[src/rtl/fault_alert_defines.svh]
// Offsets, reset values, encodings and timing counts of the fault logic
`ifndef FAULT_ALERT_DEFINES_SVH
`define FAULT_ALERT_DEFINES_SVH

// ----------------------------------------
// Register byte offsets
// ----------------------------------------
`define OFF_CONFIG 8'h00
`define OFF_STATUS 8'h04
`define OFF_ALERT_CTRL 8'h08
`define OFF_POSITIVE_FLAG_A_POS 8'h0c
`define OFF_POSITIVE_FLAG_A_NEG 8'h10
`define OFF_PEAK_POS 8'h14
`define OFF_PEAK_NEG 8'h18
`define OFF_IRQ_STATUS 8'h1c
`define OFF_IRQ_MASK 8'h20

// ----------------------------------------
// Reset values and encodings
// ----------------------------------------
`define CONFIG_RESET 6'h38
`define ALERT_CTRL_RESET 6'h00
`define MODE_POWER_DOWN 3'h0
`define MODE_ADC_OFF 3'h4
`define MODE_TRIG_LO 3'h1
`define MODE_TRIG_HI 3'h3
`define PEAK_POS_RESET 16'h8000
`define PEAK_NEG_RESET 16'h7fff
`define ARA_ADDR 7'h0c
`define RESP_OKAY 2'h0
`define RESP_SLVERR 2'h2

// ----------------------------------------
// Timing
// ----------------------------------------
`define CLK_NS 20
`define STROBE_NS 4000
`define STROBE_CYCLES ((`STROBE_NS + `CLK_NS - 1) / `CLK_NS)
`define CF_MAX_US 960
`define CF_STEP 8'h10

`endif

[src/rtl/fault_alert_pkg.sv]
// Types shared by the fault signalling logic
`default_nettype none

package fault_alert_pkg;

	typedef struct packed {
		logic alert;
		logic conversion_ready_flag;
		logic positive_flag_a_neg;
		logic positive_flag_a_pos;
		logic over;
		logic warn;
	} status_type;

	typedef struct packed {
		logic [2:0] mode;
		logic over_latch;
		logic warn_latch;
		logic positive_flag_a_latch;
	} config_type;

	typedef struct packed {
		logic critical_pin_enable;
		logic alert_output_enable;
		logic [3:0] mask;
	} alert_ctrl_type;

	typedef struct packed {
		logic [3:0] positive_flag_a_filter_select;
		logic [7:0] thr;
	} neg_thr_type;

	typedef enum logic [4:0] {
		ARA_IDLE = 5'h01,
		ARA_ADDR = 5'h02,
		ARA_ACK = 5'h04,
		ARA_SEND = 5'h08,
		ARA_WAIT = 5'h10
	} ara_state_type;

endpackage : fault_alert_pkg

`default_nettype wire

[src/rtl/positive_flag_a_filter.sv]
// Critical comparator output filter, sampled on the strobe
`include "fault_alert_defines.svh"
`default_nettype none

module positive_flag_a_filter
	import fault_alert_pkg::*;
(
	// Clock and reset
	input wire logic clock,
	input wire logic ce,
	input wire logic nrst,
	// Sampling
	input wire logic strobe,
	input wire logic comparator_output,
	input wire logic [3:0] positive_flag_a_filter_select,
	// Result
	output logic trip
);

	logic [7:0] run;

	function automatic logic [7:0] limit(input logic [3:0] sel);
		limit = 8'(sel * `CF_STEP);
	endfunction : limit

	// ----------------------------------------
	// Run length of active samples
	// ----------------------------------------
	// One low sample restarts the run, so a toggling comparator trips only with filter select zero
	always_ff @(posedge clock)
		if (!nrst)
		begin
			run <= 8'h00;
			trip <= 1'b0;
		end
		else if (ce && strobe)
		begin
			if (!comparator_output)
			begin
				run <= 8'h00; // RULE4
				trip <= 1'b0;
			end
			else if (run >= limit(positive_flag_a_filter_select))
				trip <= 1'b1; // RULE3
			else
				run <= run + 8'h01;
		end
endmodule : positive_flag_a_filter

`default_nettype wire

[src/rtl/fault_alert_logic.sv]
// Fault signalling: critical filter, alert pin, alert response and flags
//
// Chosen here: the address map and the AXI4-Lite interface to the registers.
`include "fault_alert_defines.svh"
`default_nettype none
// Contract
// (RULE1) Shunt compared with separate positive and negative 0-255 mV limits.
// (RULE2) Critical pin enable gates only the pin, never the critical flags.
// (RULE3) Filter select sets how long the comparator must stay active.
// (RULE4) Sampled each strobe; every sample in the delay must be active.
// (RULE5) Host sets negative threshold beyond -2 mV plus margin, or -255 mV.
// (RULE6) Host uses latched critical mode when the pin drives an enable line.
// (RULE7) Alert on warning, over-limit, critical, triggered conversion ready.
// (RULE8) Alert held until status read or alert response; fault sets it again.
// (RULE9) Alert assertion never halts a conversion already running.
// (RULE10) Alert pin is open-drain, released high when its enable is off.
// (RULE11) On alert response address, a pending slave returns its own address.
// (RULE12) Arbitration loser does not acknowledge and keeps alert low.
// (RULE13) Internal alert flag cleared by status read or disabling alert.
// (RULE14) Flags zero after reset; read clears once converted and fault gone.
// (RULE15) Latches clear on status read or going transparent; set while fault.
// (RULE16) Peak register cleared by writing one to its lowest bit.
// (RULE17) Reset masks status, disables alert, outputs active-low transparent.
// (RULE18) Ready flag clears on config write, status read or convert trigger.
// (RULE19) Each critical flag records trips of its own threshold only.

module fault_alert_logic
	import fault_alert_pkg::*;
#(
	parameter logic [6:0] OWN_ADDR = 7'h40,
	parameter int ADDR_W = 8
)(
	// Clock, enable, reset
	input wire logic clock,
	input wire logic ce,
	input wire logic nrst,
	// AXI4-Lite register port
	input wire logic [ADDR_W-1:0] s_axi_awaddr,
	input wire logic s_axi_awvalid,
	output logic s_axi_awready,
	input wire logic [31:0] s_axi_wdata,
	input wire logic [3:0] s_axi_wstrb,
	input wire logic s_axi_wvalid,
	output logic s_axi_wready,
	output logic [1:0] s_axi_bresp,
	output logic s_axi_bvalid,
	input wire logic s_axi_bready,
	input wire logic [ADDR_W-1:0] s_axi_araddr,
	input wire logic s_axi_arvalid,
	output logic s_axi_arready,
	output logic [31:0] s_axi_rdata,
	output logic [1:0] s_axi_rresp,
	output logic s_axi_rvalid,
	input wire logic s_axi_rready,
	// Measurement side, same clock
	input wire logic signed [8:0] shunt_mv,
	input wire logic warn_fault,
	input wire logic over_fault,
	input wire logic conv_done,
	input wire logic [15:0] adc_sample,
	// Pins
	input wire logic convert_n,
	input wire logic scl_in,
	input wire logic sda_in,
	output logic sda_out,
	output logic sda_oe,
	output logic alert_out,
	output logic alert_oe,
	output logic positive_flag_a_out,
	output logic positive_flag_a_oe,
	output logic warn_n,
	output logic over_n,
	output logic irq
);

	config_type cfg;
	alert_ctrl_type actl;
	neg_thr_type neg_thr;
	status_type flags;
	logic [7:0] pos_thr;
	logic [15:0] peak_pos, peak_neg;
	logic [3:0] irq_status, irq_mask;
	logic aw_held, w_held, conv_seen, alert_pending, ara_done;
	logic [ADDR_W-1:0] aw_addr;
	logic [31:0] w_data, rd_word;
	logic [3:0] w_strb;
	logic [7:0] strobe_cnt;
	logic strobe, pos_trip, neg_trip, rd_ok;
	logic warn_lq, over_lq, positive_flag_a_lq;
	logic cnv_m, cnv_s, cnv_q, scl_m, scl_s, scl_q, sda_m, sda_s, sda_q;

	function automatic logic [31:0] merge(input logic [31:0] old,
		input logic [31:0] data, input logic [3:0] strb);
		for (int i = 0; i < 4; i++)
			merge[8*i +: 8] = strb[i] ? data[8*i +: 8] : old[8*i +: 8];
	endfunction : merge

	function automatic logic mapped(input logic [ADDR_W-1:0] a);
		mapped = (a[1:0] == 2'b00) && (a <= ADDR_W'(`OFF_IRQ_MASK));
	endfunction : mapped

	// ----------------------------------------
	// Bus slave
	// ----------------------------------------
	wire aw_hs = s_axi_awvalid && s_axi_awready;
	wire w_hs = s_axi_wvalid && s_axi_wready;
	wire ar_hs = s_axi_arvalid && s_axi_arready;
	wire do_wr = aw_held && w_held && !s_axi_bvalid;
	wire rd_status = ar_hs && (s_axi_araddr == ADDR_W'(`OFF_STATUS));
	wire [31:0] wv = w_data;

	function automatic logic wsel(input logic [7:0] off, input logic go,
		input logic [ADDR_W-1:0] a);
		wsel = go && (a == ADDR_W'(off));
	endfunction : wsel

	wire wr_cfg = wsel(`OFF_CONFIG, do_wr, aw_addr);
	wire [5:0] cfg_new = 6'(merge({26'h0, cfg}, wv, w_strb));

	always_ff @(posedge clock)
		if (!nrst)
		begin
			s_axi_awready <= 1'b1;
			s_axi_wready <= 1'b1;
			s_axi_bvalid <= 1'b0;
			s_axi_bresp <= `RESP_OKAY;
			aw_held <= 1'b0;
			w_held <= 1'b0;
			aw_addr <= '0;
			w_data <= 32'h0;
			w_strb <= 4'h0;
		end
		else if (ce)
		begin
			if (aw_hs)
			begin
				aw_held <= 1'b1;
				s_axi_awready <= 1'b0;
				aw_addr <= s_axi_awaddr;
			end
			if (w_hs)
			begin
				w_held <= 1'b1;
				s_axi_wready <= 1'b0;
				w_data <= s_axi_wdata;
				w_strb <= s_axi_wstrb;
			end
			if (do_wr)
			begin
				s_axi_bvalid <= 1'b1;
				s_axi_bresp <= mapped(aw_addr) ? `RESP_OKAY : `RESP_SLVERR;
				aw_held <= 1'b0;
				w_held <= 1'b0;
			end
			if (s_axi_bvalid && s_axi_bready)
			begin
				s_axi_bvalid <= 1'b0;
				s_axi_awready <= 1'b1;
				s_axi_wready <= 1'b1;
			end
		end

	always_comb
	begin
		rd_ok = mapped(s_axi_araddr);
		unique case (s_axi_araddr[7:0])
			`OFF_CONFIG: rd_word = {26'h0, cfg};
			`OFF_STATUS: rd_word = {26'h0, flags};
			`OFF_ALERT_CTRL: rd_word = {26'h0, actl};
			`OFF_POSITIVE_FLAG_A_POS: rd_word = {24'h0, pos_thr};
			`OFF_POSITIVE_FLAG_A_NEG: rd_word = {20'h0, neg_thr};
			`OFF_PEAK_POS: rd_word = {16'h0, peak_pos};
			`OFF_PEAK_NEG: rd_word = {16'h0, peak_neg};
			`OFF_IRQ_STATUS: rd_word = {28'h0, irq_status};
			`OFF_IRQ_MASK: rd_word = {28'h0, irq_mask};
			default: rd_word = 32'h0;
		endcase
	end

	always_ff @(posedge clock)
		if (!nrst)
		begin
			s_axi_arready <= 1'b1;
			s_axi_rvalid <= 1'b0;
			s_axi_rdata <= 32'h0;
			s_axi_rresp <= `RESP_OKAY;
		end
		else if (ce)
		begin
			if (ar_hs)
			begin
				s_axi_arready <= 1'b0;
				s_axi_rvalid <= 1'b1;
				s_axi_rdata <= rd_ok ? rd_word : 32'h0;
				s_axi_rresp <= rd_ok ? `RESP_OKAY : `RESP_SLVERR;
			end
			else if (s_axi_rvalid && s_axi_rready)
			begin
				s_axi_rvalid <= 1'b0;
				s_axi_arready <= 1'b1;
			end
		end

	// ----------------------------------------
	// Control registers
	// ----------------------------------------
	always_ff @(posedge clock)
		if (!nrst)
		begin
			cfg <= `CONFIG_RESET; // RULE17
			actl <= `ALERT_CTRL_RESET; // RULE17
			pos_thr <= 8'h00;
			neg_thr <= 12'h000;
			irq_mask <= 4'h0;
		end
		else if (ce)
		begin
			if (wr_cfg)
				cfg <= cfg_new;
			if (wsel(`OFF_ALERT_CTRL, do_wr, aw_addr))
				actl <= 6'(merge({26'h0, actl}, wv, w_strb));
			if (wsel(`OFF_POSITIVE_FLAG_A_POS, do_wr, aw_addr))
				pos_thr <= 8'(merge({24'h0, pos_thr}, wv, w_strb)); // RULE1
			if (wsel(`OFF_POSITIVE_FLAG_A_NEG, do_wr, aw_addr))
				neg_thr <= 12'(merge({20'h0, neg_thr}, wv, w_strb)); // RULE1 RULE3
			if (wsel(`OFF_IRQ_MASK, do_wr, aw_addr))
				irq_mask <= 4'(merge({28'h0, irq_mask}, wv, w_strb));
		end

	// ----------------------------------------
	// Critical comparator and filter
	// ----------------------------------------
	// Offset near zero is left to software through the negative limit
	wire cmp_pos = shunt_mv > $signed({1'b0, pos_thr}); // RULE1 RULE5
	wire cmp_neg = -shunt_mv > $signed({1'b0, neg_thr.thr}); // RULE1

	always_ff @(posedge clock)
		if (!nrst)
			strobe_cnt <= 8'h00;
		else if (ce)
			strobe_cnt <= strobe ? 8'h00 : strobe_cnt + 8'h01;
	assign strobe = strobe_cnt == 8'(`STROBE_CYCLES - 1);

	positive_flag_a_filter u_filt_pos (.clock(clock), .ce(ce), .nrst(nrst),
		.strobe(strobe), .comparator_output(cmp_pos),
		.positive_flag_a_filter_select(neg_thr.positive_flag_a_filter_select), .trip(pos_trip));
	positive_flag_a_filter u_filt_neg (.clock(clock), .ce(ce), .nrst(nrst),
		.strobe(strobe), .comparator_output(cmp_neg),
		.positive_flag_a_filter_select(neg_thr.positive_flag_a_filter_select), .trip(neg_trip));

	// ----------------------------------------
	// Status flags, latches, pins
	// ----------------------------------------
	wire cnv_trig = cnv_q && !cnv_s
		&& cfg.mode >= `MODE_TRIG_LO && cfg.mode <= `MODE_TRIG_HI;
	wire triggered = cfg.mode >= `MODE_TRIG_LO && cfg.mode <= `MODE_TRIG_HI;
	wire clr_ok = rd_status && conv_seen;
	wire conversion_ready_flag_clr = rd_status || cnv_trig || (wr_cfg // RULE18
		&& cfg_new[5:3] != `MODE_POWER_DOWN && cfg_new[5:3] != `MODE_ADC_OFF);
	wire alert_cause = (warn_fault && actl.mask[0]) // RULE7
		|| (over_fault && actl.mask[1])
		|| ((pos_trip || neg_trip) && actl.mask[2])
		|| (conv_done && triggered && actl.mask[3]);

	// Set wins over every status-read clear below, so no event is lost on a read
	always_ff @(posedge clock)
		if (!nrst)
		begin
			flags <= '0; // RULE14
			conv_seen <= 1'b0;
			{cnv_m, cnv_s, cnv_q} <= 3'b111;
			{warn_lq, over_lq, positive_flag_a_lq} <= 3'b000;
			alert_pending <= 1'b0;
		end
		else if (ce)
		begin
			cnv_m <= convert_n;
			cnv_s <= cnv_m;
			cnv_q <= cnv_s;
			conv_seen <= conv_done || (conv_seen && !rd_status);
			flags.warn <= warn_fault || (flags.warn && !(clr_ok && !warn_fault)); // RULE14
			flags.over <= over_fault || (flags.over && !(clr_ok && !over_fault));
			flags.positive_flag_a_pos <= pos_trip || (flags.positive_flag_a_pos && !clr_ok); // RULE2 RULE19
			flags.positive_flag_a_neg <= neg_trip || (flags.positive_flag_a_neg && !clr_ok); // RULE19
			flags.conversion_ready_flag <= conv_done || (flags.conversion_ready_flag && !conversion_ready_flag_clr); // RULE18
			flags.alert <= actl.alert_output_enable // RULE13
				&& (alert_cause || (flags.alert && !rd_status));
			warn_lq <= cfg.warn_latch && (warn_fault || (warn_lq && !rd_status)); // RULE15
			over_lq <= cfg.over_latch && (over_fault || (over_lq && !rd_status));
			positive_flag_a_lq <= cfg.positive_flag_a_latch
				&& (pos_trip || neg_trip || (positive_flag_a_lq && !rd_status)); // RULE6 RULE15
			alert_pending <= alert_cause // RULE8 RULE12
				|| (alert_pending && !rd_status && !ara_done);
		end

	// Pins only; the alert path never feeds the conversion sequencer
	always_ff @(posedge clock)
		if (!nrst)
		begin
			warn_n <= 1'b1; // RULE17
			over_n <= 1'b1;
			positive_flag_a_oe <= 1'b0;
			alert_oe <= 1'b0;
			positive_flag_a_out <= 1'b0;
			alert_out <= 1'b0;
			sda_out <= 1'b0;
		end
		else if (ce)
		begin
			warn_n <= !(cfg.warn_latch ? warn_lq : warn_fault);
			over_n <= !(cfg.over_latch ? over_lq : over_fault);
			positive_flag_a_oe <= actl.critical_pin_enable // RULE2
				&& (cfg.positive_flag_a_latch ? positive_flag_a_lq : (pos_trip || neg_trip));
			alert_oe <= actl.alert_output_enable && alert_pending; // RULE9 RULE10
		end

	// ----------------------------------------
	// Peak hold, interrupt
	// ----------------------------------------
	always_ff @(posedge clock)
		if (!nrst)
		begin
			peak_pos <= `PEAK_POS_RESET;
			peak_neg <= `PEAK_NEG_RESET;
			irq_status <= 4'h0;
			irq <= 1'b0;
		end
		else if (ce)
		begin
			if (wsel(`OFF_PEAK_POS, do_wr, aw_addr) && w_strb[0] && wv[0])
				peak_pos <= `PEAK_POS_RESET; // RULE16
			else if (conv_done && $signed(adc_sample) > $signed(peak_pos))
				peak_pos <= adc_sample;
			if (wsel(`OFF_PEAK_NEG, do_wr, aw_addr) && w_strb[0] && wv[0])
				peak_neg <= `PEAK_NEG_RESET; // RULE16
			else if (conv_done && $signed(adc_sample) < $signed(peak_neg))
				peak_neg <= adc_sample;
			irq_status <= {conv_done, alert_cause, neg_trip, pos_trip}
				| (irq_status & ~(wsel(`OFF_IRQ_STATUS, do_wr, aw_addr)
				&& w_strb[0] ? wv[3:0] : 4'h0));
			irq <= |(irq_status & irq_mask);
		end

	// ----------------------------------------
	// Alert response on the two-wire link
	// ----------------------------------------
	ara_state_type st;
	logic [7:0] shreg;
	logic [3:0] bits;
	wire scl_rise = scl_s && !scl_q;
	wire scl_fall = !scl_s && scl_q;
	wire bus_start = scl_s && scl_q && sda_q && !sda_s;
	wire bus_stop = scl_s && scl_q && !sda_q && sda_s;

	// Link runs about eight clocks per bit, so a one-cycle drive lag is safe
	always_ff @(posedge clock)
		if (!nrst)
		begin
			{scl_m, scl_s, scl_q, sda_m, sda_s, sda_q} <= 6'h3f;
			st <= ARA_IDLE;
			shreg <= 8'h00;
			bits <= 4'h0;
			ara_done <= 1'b0;
			sda_oe <= 1'b0;
		end
		else if (ce)
		begin
			{scl_m, scl_s, scl_q} <= {scl_in, scl_m, scl_s};
			{sda_m, sda_s, sda_q} <= {sda_in, sda_m, sda_s};
			ara_done <= 1'b0;
			sda_oe <= (st == ARA_ACK) || (st == ARA_SEND && !shreg[7]);
			if (bus_start)
			begin
				st <= ARA_ADDR;
				bits <= 4'h0;
			end
			else if (bus_stop)
				st <= ARA_IDLE;
			else
				unique case (st)
					ARA_IDLE: ;
					ARA_ADDR:
						if (scl_rise)
						begin
							shreg <= {shreg[6:0], sda_s};
							bits <= bits + 4'h1;
						end
						else if (scl_fall && bits == 4'h8)
							st <= (shreg == {`ARA_ADDR, 1'b1} && alert_pending)
								? ARA_ACK : ARA_IDLE; // RULE11
					ARA_ACK:
						if (scl_fall)
						begin
							st <= ARA_SEND;
							shreg <= {OWN_ADDR, 1'b0}; // RULE11
							bits <= 4'h0;
						end
					ARA_SEND:
						if (scl_rise && shreg[7] && !sda_s)
							st <= ARA_IDLE; // RULE12
						else if (scl_fall)
						begin
							shreg <= {shreg[6:0], 1'b1};
							bits <= bits + 4'h1;
							if (bits == 4'h7)
								st <= ARA_WAIT;
						end
					ARA_WAIT:
						if (scl_rise)
						begin
							ara_done <= 1'b1; // RULE8
							st <= ARA_IDLE;
						end
				endcase
		end
endmodule : fault_alert_logic

`default_nettype wire

[config.mk]
export PLATFORM = sky130hd
export DESIGN_NAME = fault_alert_logic
export DESIGN_NICKNAME = d
export VERILOG_FILES = /design/src/rtl/fault_alert_pkg.sv /design/src/rtl/positive_flag_a_filter.sv /design/src/rtl/fault_alert_logic.sv
export VERILOG_INCLUDE_DIRS = /design/src /design/src/rtl
export SDC_FILE = /design/constraint.sdc
export NUM_CORES = 1
export LEC_CHECK = 0
export ABC_AREA = 1
export BUFFER_PORTS_ARGS = -buffer_cell sky130_fd_sc_hd__buf_4
export CORE_AREA = 2 2 143 145
export DETAILED_ROUTE_END_ITERATION = 8
export DIE_AREA = 0 0 145 147
export MAX_ROUTING_LAYER = met4
export PLACE_DENSITY = 0.76
export SLEW_MARGIN = 20
export SYNTH_ARGS = -nofsm -noshare
export SYNTH_HDL_FRONTEND = slang
export SYNTH_SLANG_ARGS = --single-unit
export TNS_END_PERCENT = 1
[constraint.sdc]
create_clock -name clock -period 1.95 [get_ports clock]
set_input_delay 0.195 -clock clock [delete_from_list [all_inputs] [get_ports clock]]
set_output_delay 0.195 -clock clock [all_outputs]
set_load 0.005 [all_outputs]
### Word level (Yosys, flattened, before mapping)

Cells that the tools add are included.

* register bits: 207
* bits of input ports: 91
* output and inout port bits: 50
* word-level logic and storage cells: 337

* $add $sub $neg: 5
* magnitude comparators: 10
* equality and inequality tests: 43
* mux-type cells: 63
* bitwise operators: 6
* reduce and logical (&&, ||, !) cells: 148

Operators by type and width (count)
* 16-bit case mux with 9 select lines: 1
* 8-bit by 5-bit equality test with 1-bit output, second input constant: 9
* 8-bit two-way mux: 9
* 1-bit logical AND: 70
* 16-bit two-way mux: 4
* 5-bit two-way mux: 9
* 2-bit AND reduction: 17
* 8-bit by 4-bit equality test with 1-bit output, second input constant: 4
* 32-bit two-way mux: 1
* 4-bit two-way mux: 7
* 1-bit two-way mux: 25
* 8-bit by 1-bit adder with 8-bit output, second input constant: 3
* 8-bit case mux with 3 select lines: 1
* 5-bit case mux with 4 select lines: 1
* 9-bit greater-than comparator: 2
* 1-bit logical OR: 18
* 2-bit != test, second input constant: 9
* 3-bit AND reduction: 6
* 1-bit zero test: 17
* 8-bit by 6-bit equality test with 1-bit output, second input constant: 2
* 8-bit >= comparator: 2
* 16-bit greater-than comparator: 1
* 8-bit by 6-bit <= comparator with 1-bit output, second input constant: 2
* 8-bit zero test: 2
* other kinds (33): 53

### Longest topological paths before layout

Gate-level depths: netlist of the first run.

* depth in word-level cells: 9
* gate-level depth with buffers: 18
* mapped depth without buffers: 18

### By module

From an unflattened synthesis of the first run, not the netlist that was laid out.

* cell total of the unflattened synthesis: 1458
* area total of the unflattened synthesis: 10372.4 um^2

Modules (own cells, without submodules)
* fault_alert_logic: times used 1, cells an instance 1242, area an instance 9053.7 um^2, seq. area each 3423.3 um^2
* positive_flag_a_filter: times used 2, cells an instance 108, area an instance 659.4 um^2, seq. area each 180.2 um^2

### Worst setup path before layout of the first run

OpenSTA, ideal clock, no wires.

* path kind: input -> register
* start: input port shunt_mv[0]
* end: register u_filt_neg.run[7]
* setup time: 70 ps
* arrival time: 2030 ps
* data required time: 1880 ps
* slack: -149 ps
* stages: 15
* buffers on the path: 0
* cell sequence: inv_1 -> nand3_1 -> nor2_1 -> nand2_1 -> or2_2 -> nor2_1 -> xor2_1 -> ha_1 -> nand4_1 -> nand2_1 -> nor2_1 -> nand2_1 -> nor2_1 -> nand3_1 -> a21oi_1

* cells in the longest elaborated chain, start to end: 4
* elaborated cells on any way between the ends: 5
* classes of those cells: 1 x add/sub; 1 x order compare; 1 x eq/ne; 1 x mux; 1 x reduce/logical

RTL lines
* start: declaration: RTL line fault_alert_logic.sv:56 `input wire logic signed [8:0] shunt_mv,`
* 9-bit negator *: RTL line fault_alert_logic.sv:235 `wire cmp_neg = -shunt_mv > $signed({1'b0, neg_thr.thr});`
* 9-bit greater-than comparator *: RTL line fault_alert_logic.sv:235
* 2-bit != test (no line)
* 2-bit AND reduction (no line)
* end signal: assignment: RTL line positive_flag_a_filter.sv:46 `run <= run + 8'h01;`
* end: declaration: RTL line positive_flag_a_filter.sv:20 `logic [7:0] run;`

Mark *: on every way between the ends. The rest lies on a longest branch, timed or not.
A chain may end at the register's enable or synchronous reset.

### Final worst setup path of the first run

* start: register peak_pos[5]
* end: register peak_pos[5]

* cells in the longest elaborated chain, start to end: 4

RTL lines
* start: declaration: RTL line fault_alert_logic.sv:81 `logic [15:0] peak_pos, peak_neg;`
* start signal: assignment: RTL line fault_alert_logic.sv:323 `` peak_pos <= `PEAK_POS_RESET; ``
* start signal: assignment: RTL line fault_alert_logic.sv:331 `` peak_pos <= `PEAK_POS_RESET; ``
* start signal: assignment: RTL line fault_alert_logic.sv:333 `peak_pos <= adc_sample;`
* 16-bit greater-than comparator: RTL line fault_alert_logic.sv:332 `else if (conv_done && $signed(adc_sample) > $signed(peak_pos))`
* 1-bit logical AND: RTL line fault_alert_logic.sv:332
* 2-bit nonzero test (no line)
* 2-bit AND reduction (no line)

Every way passes these cells.

==> results of run 1 <==
-- power by group --
part | total [mW] | internal, mW | switching [mW]
sequential | 4.11 | 4.02 | 0.0960
clock | 3.83 | 2.15 | 1.68
combinational | 1.54 | 0.647 | 0.895
-- per-layer routing --
metal / global-route usage / wire (um)
met4: 0.1208 / 1113
met5: - / 0
met3: 0.04348 / 1709
met2: 0.4460 / 13910
met1: 0.3388 / 12660
-- critical path: stages, from the launching register on --
cell     delay [ps]
dfxtp_2         330
inv_1           120
ha_4            220
nand2_1          70
nand2_1          70
nand2_2          70
nand2_2          50
a21oi_2         170
nand3_1          90
nand2_1          90
nand3_2         120
nand2_8         150
buf_12          160
nand3_1          90
nand2_1          80
nor2_1           40
-- cells by family (layout without fill, tap and decap cells) --
| group | Yosys count | count (layout) |
|---|---|---|
| AOI/OAI and AO/OA | 316 | 316 |
| xor gates and xnor gates | 13 | 13 |
| adders and majority gates | 63 | 63 |
| buffers and inverters | 279 | 426 |
| DFF | 189 | 189 |
| other | 1 | 21 |
| and+or+nand+nor | 617 | 618 |
-- state kept, by name, indices dropped and copies added, names as in the netlist, 8 cells and up --
register,flops
aw_addr,8
neg_thr,12
peak_neg,16
peak_pos,16
pos_thr,8
s_axi_rdata,16
shreg,8
strobe_cnt,8
u_filt_neg.run,8
u_filt_pos.run,8
w_data,12
-- synthesized netlist by cell type (5+ instances only) --
master	number
ha_1	63
nand4_1	16
xor2_1	11
or2_2	8
dfxtp_1	189
inv_1	205
a21oi_1	156
nor3b_1	5
o21ai_0	103
nand3_1	100
o22ai_1	16
nor2_1	136
nor4_1	8
nor2_2	9
a211oi_1	15
buf_4	24
a31oi_1	6
nor3_1	18
clkbuf_1	34
nand2_1	293
-- path summary, 6_finish.rpt --
path	depth (start not counted)	startpoint	slack [ps]	to
max reg2reg	15	peak_pos[5]	-70	peak_pos[5]
min reg2reg	2	aw_addr[6]	450	aw_addr[6]
min	3	over_fault	5	over_lq
max	15	peak_pos[5]	-70	peak_pos[5]
-- cell type report --
type                            count  area, um^2
Multi-Input combinational cell   1031        6002
Timing Repair Buffer              184        1465
Tap cell                          270       337.8
Sequential cell                   189        3807
Fill cell                        1686        6766
Inverter                          210       818.3
Clock buffer                       19       452.9
Clock inverter                     13       193.9
-- stage by stage --
step | instances | TNS, ps | cell area [um^2] | util
after floorplan | 1498 | -13.90 | 10460 | -
after global placement | 1875 | -4157 | 11760 | 0.5928
after detailed placement | 1875 | -6825 | 11760 | 0.5928
after CTS | 1912 | -20.65 | 12700 | 0.6400
after global routing | 1916 | -3743 | 13080 | 0.6590
final | 1916 | -530.6 | 13080 | 0.6590
-- what timing repair did --
item,4_1_cts,5_1_grt
pin swaps,18,36
cloned,2,0
setup buffers,0,4
resized for setup,51,83
hold buffers,3,0
hold endpoints to repair,3,0
endpoints found under the setup margin,41,67
==> results.yml, run 1 <==
status:
  status: "finished, violations left"
  violations: "setup timing"
route:
  vias: 10370
  dr.pass1.iters: 5
  totalWireLength_um: 29390
  drtIter0Drc: 757
  via_per_inst: 5.412
  ant_nets: 0
  wl_per_cell_um: 15.34
  drc: 0
floorplanning:
  pin_count: 141
  num_rows: 52
  core_region_area_um2: 19840
  initial_core_util: 0.5194
  die_w_um: 145
  die-area_um2: 21320
  die_y_um: 147
placed_design:
  hpwlAfterDp_um: 20720
  numPortBuffers: 97
  place.gp.congestion: 0.9121
  pre_cts_ws_ps: -428.2
cts:
  cts_buffers: 17
  h-tree-depth: 4
  tritoncts: "done"
  clockBufferDepth: 2
  clk_pin_slew_worst_paths_ps: 80
  cts.sinks: 189
  insertion_delay_ps: 440
  cts_root_buf: "clkbuf_16"
synthesis:
  synth.ff_latch_count: 189
  synth_area_um2: 10310
  synth_xor_area_frac: 0.01105
  synth.top_cell.area_share: 0.3671
  synth-compound-area-share: 0.1650
  synth_top_area_cell: "dfxtp_1"
  syn-instance-count: 1478
  syn_area_per_cell_um2: 6.974
  synth_cell_types: 47
  synthSimpleGateAreaFrac: 0.2667
  ys.flop_type: "dfxtp_1"
  synth-edff-count: 0
  yosysWarnings: 0
  ys_seq_area_frac: 0.3671
  muxShareOfSynthArea: 0
  ys_async_sr_fraction: 0
  synth_top_family_by_area: "simple AND/OR/NAND/NOR gates"
  ys_top_cells_by_area: "dfxtp_1 (37%), nand2_1 (11%), ha_1 (7.6%), a21oi_1 (7.6%), inv_1 (7.5%)"
  synthAdderAreaFrac: 0.07647
timing:
  maxSlewViolCount: 0
  fmax_mhz: 494.4
  finalClockSkew_ps: 12.88
  rsz0062_at_grt: "true"
  relSlewSlack: 0.5641
  worst_hold_slack_ps: 5.446
  setup_viol: 20
  tightest_slew_ps: 652.9
  post-route-period-util: 1.037
  fin_crit_ps: 2023
  hold_viol_final: 0
  finalWorstSetupSlack_ps: -72.65
cells_and_area:
  mostFrequentLayoutCells: "nand2_1 (274), inv_1 (193), buf_4 (172), dfxtp_1 (170), a21oi_1 (143)"
  drive_above_1_share: 0.2224
  final_common_cell: "nand2_1"
  nets: 1787
  antennaDiodeCount: 0
  area_growth_pct: 26.88
worst_setup_path:
  cp.arrival_ps: 2360
  worstSetupPathType: "reg2reg"
  cp-end-kind: "flop"
  crit_required_ps: 2290
  crit_path_start_kind: "flop"
  crit_path_max_fanout: 8
global_route:
  grtUsageTotal: 0.2742
  overflow: 0
  grt_antenna_before_repair: 0
  first_global_vias: 9707
  grt_first_pass_wirelength_um: 46330
  grt_max_degree: 113
power:
  ir_worst_vdd_uv: 630.5
  p_leak_nw: 5.833
  fin_total_pwr_mw: 9.488
  cellPowerDensity_nw_per_um2: 725.5
flow_run:
  maxCapViolCount: 0
worst_hold_path:
  hold_path.class: "in2reg"
(Power assumes the default switching activity.)
==> inputs of run 2 (changes only) <==
--- a/config.mk
+++ b/config.mk
@@ -12,7 +12,7 @@
 export DETAILED_ROUTE_END_ITERATION = 8
 export DIE_AREA = 0 0 145 147
 export MAX_ROUTING_LAYER = met4
-export PLACE_DENSITY = 0.76
+export PLACE_DENSITY_LB_ADDON = 0.25
 export SLEW_MARGIN = 20
 export SYNTH_ARGS = -nofsm -noshare
 export SYNTH_HDL_FRONTEND = slang
==> results.yml, run 2 (synthesis gave the netlist of run 1 again) <==
worst_setup_path:
  crit_required_ps: 2270
  worstSetupPathType: "reg2reg"
  cp-end-kind: "flop"
  ff2ff_path_depth: 15
  cp.arrival_ps: 2320
  crit_path_max_fanout: 8
  crit_path_start_kind: "flop"
floorplanning:
  pin_count: 141
  num_rows: 52
  initial_core_util: 0.5194
  core_region_area_um2: 19840
  die-area_um2: 21320
  die_y_um: 147
  die_w_um: 145
route:
  totalWireLength_um: 29330
  dr.pass1.iters: 7
  vias: 10360
  ant_nets: 0
  via_per_inst: 5.397
  wl_per_cell_um: 15.28
  drtIter0Drc: 882
  drc: 0
timing:
  finalClockSkew_ps: 14.51
  fmax_mhz: 500.8
  setup_tns_ps: -409.2
  maxSlewViolCount: 0
  hold_viol_final: 0
  fin_crit_ps: 1997
  rsz0062_at_grt: "true"
  tightest_slew_ps: 544.1
  post-route-period-util: 1.024
  relSlewSlack: 0.6373
  worst_hold_slack_ps: 4.170
  finalWorstSetupSlack_ps: -46.98
  setup_viol: 20
cts:
  clk_pin_slew_worst_paths_ps: 70
  cts.sinks: 189
  cts_root_buf: "clkbuf_16"
  h-tree-depth: 4
  insertion_delay_ps: 440
  clockBufferDepth: 2
  tritoncts: "done"
  cts_buffers: 17
cells_and_area:
  area_growth_pct: 25.81
  mostFrequentLayoutCells: "nand2_1 (275), inv_1 (193), dfxtp_1 (177), buf_4 (175), a21oi_1 (152)"
  fin_area_um2: 12970
  reg_top3: "peak_neg x16, peak_pos x16, s_axi_rdata x16"
  seq_area_um2: 3799
  final_common_cell: "nand2_1"
  multiInputGateArea_um2: 5868
  antennaDiodeCount: 0
  utilization: 0.6535
  fillers: 1754
  stdcell_count: 1920
  nets: 1791
  drive_above_1_share: 0.2115
placed_design:
  place.gp.congestion: 0.9480
  numPortBuffers: 97
  pre_cts_ws_ps: -405.8
  dpl_cell_area_um2: 11790
  hpwlAfterDp_um: 20570
  dpl.cell_count: 1879
global_route:
  grt_first_pass_wirelength_um: 47130
  busiest_layer: "met2"
  first_global_vias: 9915
  grt_use_met2: 0.4626
  use_met3: 0.04286
  grt_max_degree: 113
  overflow: 0
  use_met1: 0.3479
  grt_antenna_before_repair: 0
  grtUsageTotal: 0.2791
power:
  cellPowerDensity_nw_per_um2: 722.1
  ir_worst_vdd_uv: 634.7
  p_leak_nw: 5.816
  fin_total_pwr_mw: 9.364
flow_run:
  maxCapViolCount: 0
status:
  violations: "setup timing"
  status: "finished, violations left"
worst_hold_path:
  hold_path.class: "in2reg"
  min_path_cells: 3
## run 2: changes by cell type in the layout (fill, tap and decap cells not counted), moves of 4 or more
cell,change
nand3_2,+5
dfxtp_1,+7
a21oi_2,-9
ha_4,-4
a21oi_1,+9
ha_1,+4
dfxtp_2,-7
## run 2: cell type report
class                      instances  share of cell area
multi-input combinational       1031              0.4525
sequential                       189              0.2929
timing repair buffer             188              0.1169
inverter                         210             0.06310
clock buffer                      19             0.03493
tap                              270             0.02605
clock inverter                    13             0.01351
## run 2: power by group
group | internal, mW | switching [mW] | total, mW
logic | 0.659 | 0.873 | 1.53
clock network | 2.12 | 1.60 | 3.72
registers | 4.02 | 0.0983 | 4.11
total | 6.79 | 2.57 | 9.36
## run 2: worst max-delay path: stages (launching register included)
cell and delay [ps]:
dfxtp_2 340, inv_2 50, ha_4 280, nand2_4 60, nor2_4 130, nand2_2 80, nor2_2 100, nand2_1 80
nand4_1 120, nand3_2 100, nand2_4 100, buf_12 130, buf_12 140, nand3_2 70, nand2_1 80, nor2_1 40
## run 2: path summary, 6_finish.rpt
kind         slack, ps          from            to
max                -50  peak_pos[15]  peak_pos[13]
min                  4    over_fault       over_lq
max reg2reg        -50  peak_pos[15]  peak_pos[13]
min reg2reg        450    aw_addr[1]    aw_addr[1]
## run 2: what timing repair did
item,CTS,global route
cloned,1,1
hold buffers,3,0
hold endpoints to repair,3,0
gates resized for setup,35,68
buffers inserted,2,2
setup endpoints to repair,22,74
pin swaps,12,30
## run 2: layer usage
metal  vias to the layer above  part of all wire
met2                       420              0.48
met5                         -                 0
li1                       5134                 -
met1                      4738              0.43
met3                        71             0.069
met4                         0             0.026
==> inputs of run 3 (changes only) <==
--- a/config.mk
+++ b/config.mk
@@ -6,7 +6,6 @@
 export SDC_FILE = /design/constraint.sdc
 export NUM_CORES = 1
 export LEC_CHECK = 0
-export ABC_AREA = 1
 export BUFFER_PORTS_ARGS = -buffer_cell sky130_fd_sc_hd__buf_4
 export CORE_AREA = 2 2 143 145
 export DETAILED_ROUTE_END_ITERATION = 8
==> results.yml, run 3 <==
route:
  totalWireLength_um: 30950
  ant_nets: 0
  drtIter0Drc: 786
  wl_per_cell_um: 17.50
  via_per_inst: 5.660
  dr.pass1.iters: 5
  drc: 0
  vias: 10010
synthesis:
  ys_async_sr_fraction: 0
  synth.top_cell.area_share: 0.3740
  yosysWarnings: 0
  syn_area_per_cell_um2: 8.346
  ys_top_cells_by_area: "dfxtp_1 (37%), ha_1 (7.8%), nand2_1 (6.4%), mux2i_1 (5.6%), a21oi_1 (4.7%)"
  synth_top_area_cell: "dfxtp_1"
  ys.flop_type: "dfxtp_1"
  synth-edff-count: 0
  ys_seq_area_frac: 0.3740
  synth_area_um2: 10120
  syn-instance-count: 1212
  synth_common_cells: "dfxtp_1 (189), nand2_1 (172), nor2_1 (97)"
  synth.ff_latch_count: 189
  synth_cell_types: 89
  synth_most_common_cell: "dfxtp_1"
timing:
  finalClockSkew_ps: 10.04
  rsz0062_at_grt: "true"
  worst_hold_slack_ps: 11.01
  hold_viol_final: 0
  finalWorstSetupSlack_ps: -353.5
  fin_crit_ps: 2304
  tightest_slew_ps: 581.8
  relSlewSlack: 0.6072
  maxSlewViolCount: 0
  fmax_mhz: 434.1
  setup_viol: 51
  post-route-period-util: 1.181
flow_run:
  maxCapViolCount: 0
cells_and_area:
  multiInputGateArea_um2: 6028
  seq_area_um2: 3797
  fillers: 1643
  antennaDiodeCount: 0
  final_common_cell: "buf_4"
  reg_top3: "peak_neg x16, peak_pos x16, s_axi_rdata x16"
  mostFrequentLayoutCells: "buf_4 (296), dfxtp_1 (178), nand2_1 (172), nor2_1 (97), a21oi_1 (91)"
  nets: 1640
  area_growth_pct: 33.18
  drive_above_1_share: 0.2789
power:
  fin_total_pwr_mw: 8.858
  ir_worst_vdd_uv: 752.6
  cellPowerDensity_nw_per_um2: 657.5
  p_leak_nw: 5.758
worst_setup_path:
  crit_family: "compound AO/OA/AOI/OAI gates"
  cp_cell_sequence: "inv_1 > ha_1 > a211o_1 > a31oi_2 > o221ai_2 > a211oi_2 > buf_4 > mux2_4 > o22a_1"
  cp-end-kind: "flop"
  crit_path_max_fanout: 8
  crit_slowest_cell: "mux2_4"
  critPathBufInv: 2
  worstSetupPathType: "reg2reg"
  critPathMaxStageDelay_ps: 370
  crit_required_ps: 2270
  crit_path_start_kind: "flop"
  cp.arrival_ps: 2630
global_route:
  grt_max_degree: 47
  grt_first_pass_wirelength_um: 49180
  overflow: 0
  first_global_vias: 9609
  grt_antenna_before_repair: 0
  grtUsageTotal: 0.2970
cts:
  clockBufferDepth: 2
  cts_buffers: 17
  h-tree-depth: 4
  insertion_delay_ps: 440
  cts.sinks: 189
  cts_root_buf: "clkbuf_16"
  clk_pin_slew_worst_paths_ps: 80
  tritoncts: "done"
floorplanning:
  core_region_area_um2: 19840
  num_rows: 52
  die_w_um: 145
  die_y_um: 147
  pin_count: 141
  initial_core_util: 0.5098
  die-area_um2: 21320
worst_hold_path:
  hold_path.class: "in2reg"
status:
  status: "finished, violations left"
  violations: "setup timing"
placed_design:
  numPortBuffers: 97
  place.gp.congestion: 0.9944
  hpwlAfterDp_um: 22920
run 3: logic make-up (layout without fill, tap and decap cells):
kind of cell             Yosys count  in the layout  synth area share
AND/OR/NAND/NOR                  453            453            0.2215
XOR/XNOR                          16             16           0.01385
flip-flops                       189            189            0.3740
multiplexers                      66             67           0.07001
AO/OA/AOI/OAI                    273            273            0.1746
other                              1             21         0.0003707
buffers and inverters            151            417           0.06766
adder cells (fa/ha/maj)           63             63           0.07792
run 3: layout make-up:
class / instances / share of cell area
multi-input combinational: 893 / 0.4474
sequential: 189 / 0.2819
timing repair buffer: 312 / 0.1807
clock buffer: 17 / 0.03158
tap: 270 / 0.02507
inverter: 73 / 0.02034
clock inverter: 15 / 0.01300
run 3: timing repair:
action,CTS,global route
hold endpoints to repair,9,0
buffers inserted,3,3
hold buffers,9,0
pin swaps,20,5
resized for setup,45,13
cloned,2,0
endpoints found under the setup margin,56,63
run 3: power by group:
part / switching, mW / total [mW] / internal [mW]
clock: 1.70 / 3.54 / 1.83
combinational: 0.671 / 1.29 / 0.620
sequential: 0.0739 / 4.03 / 3.96
run 3: path summary, 6_finish.rpt:
| check | startpoint | end | slack, ps | depth (start not counted) |
|---|---|---|---|---|
| worst min register to register | conv_seen | conv_seen | 460 | 2 |
| worst max register to register | peak_neg[3] | peak_neg[6] | -350 | 9 |
| worst max-delay path | peak_neg[3] | peak_neg[6] | -350 | 9 |
| worst min-delay path | s_axi_awaddr[4] | aw_addr[4] | 10 | 3 |
run 3: per-stage QoR:
stage	setup WS (ps)	utilization	instances	instance area [um^2]	TNS (ps)
finish	-353.5	0.6789	1769	13470	-11060
global route	-447.7	0.6789	1769	13470	-16760
CTS	-323.3	0.6760	1768	13420	-9368
detailed placement	-573.7	0.6280	1724	12460	-19330
global placement	-507.6	0.6280	1724	12460	-16610
floorplan	-337.3	-	1232	10210	-10250
run 3: worst min-delay path: cells and delay by family:
kind | cells | cell delay, ps
AND/OR/NAND/NOR | 1 | 50
AO/OA/AOI/OAI | 1 | 50
buffers and inverters | 1 | 110
run 3: routing by layer:
layer,global-route usage,routed length [um],vias up
met5,-,0,-
met4,0.1168,1215,0
met3,0.04410,1865,82
met2,0.4729,14280,351
met1,0.3829,13590,4728
li1,-,-,4852
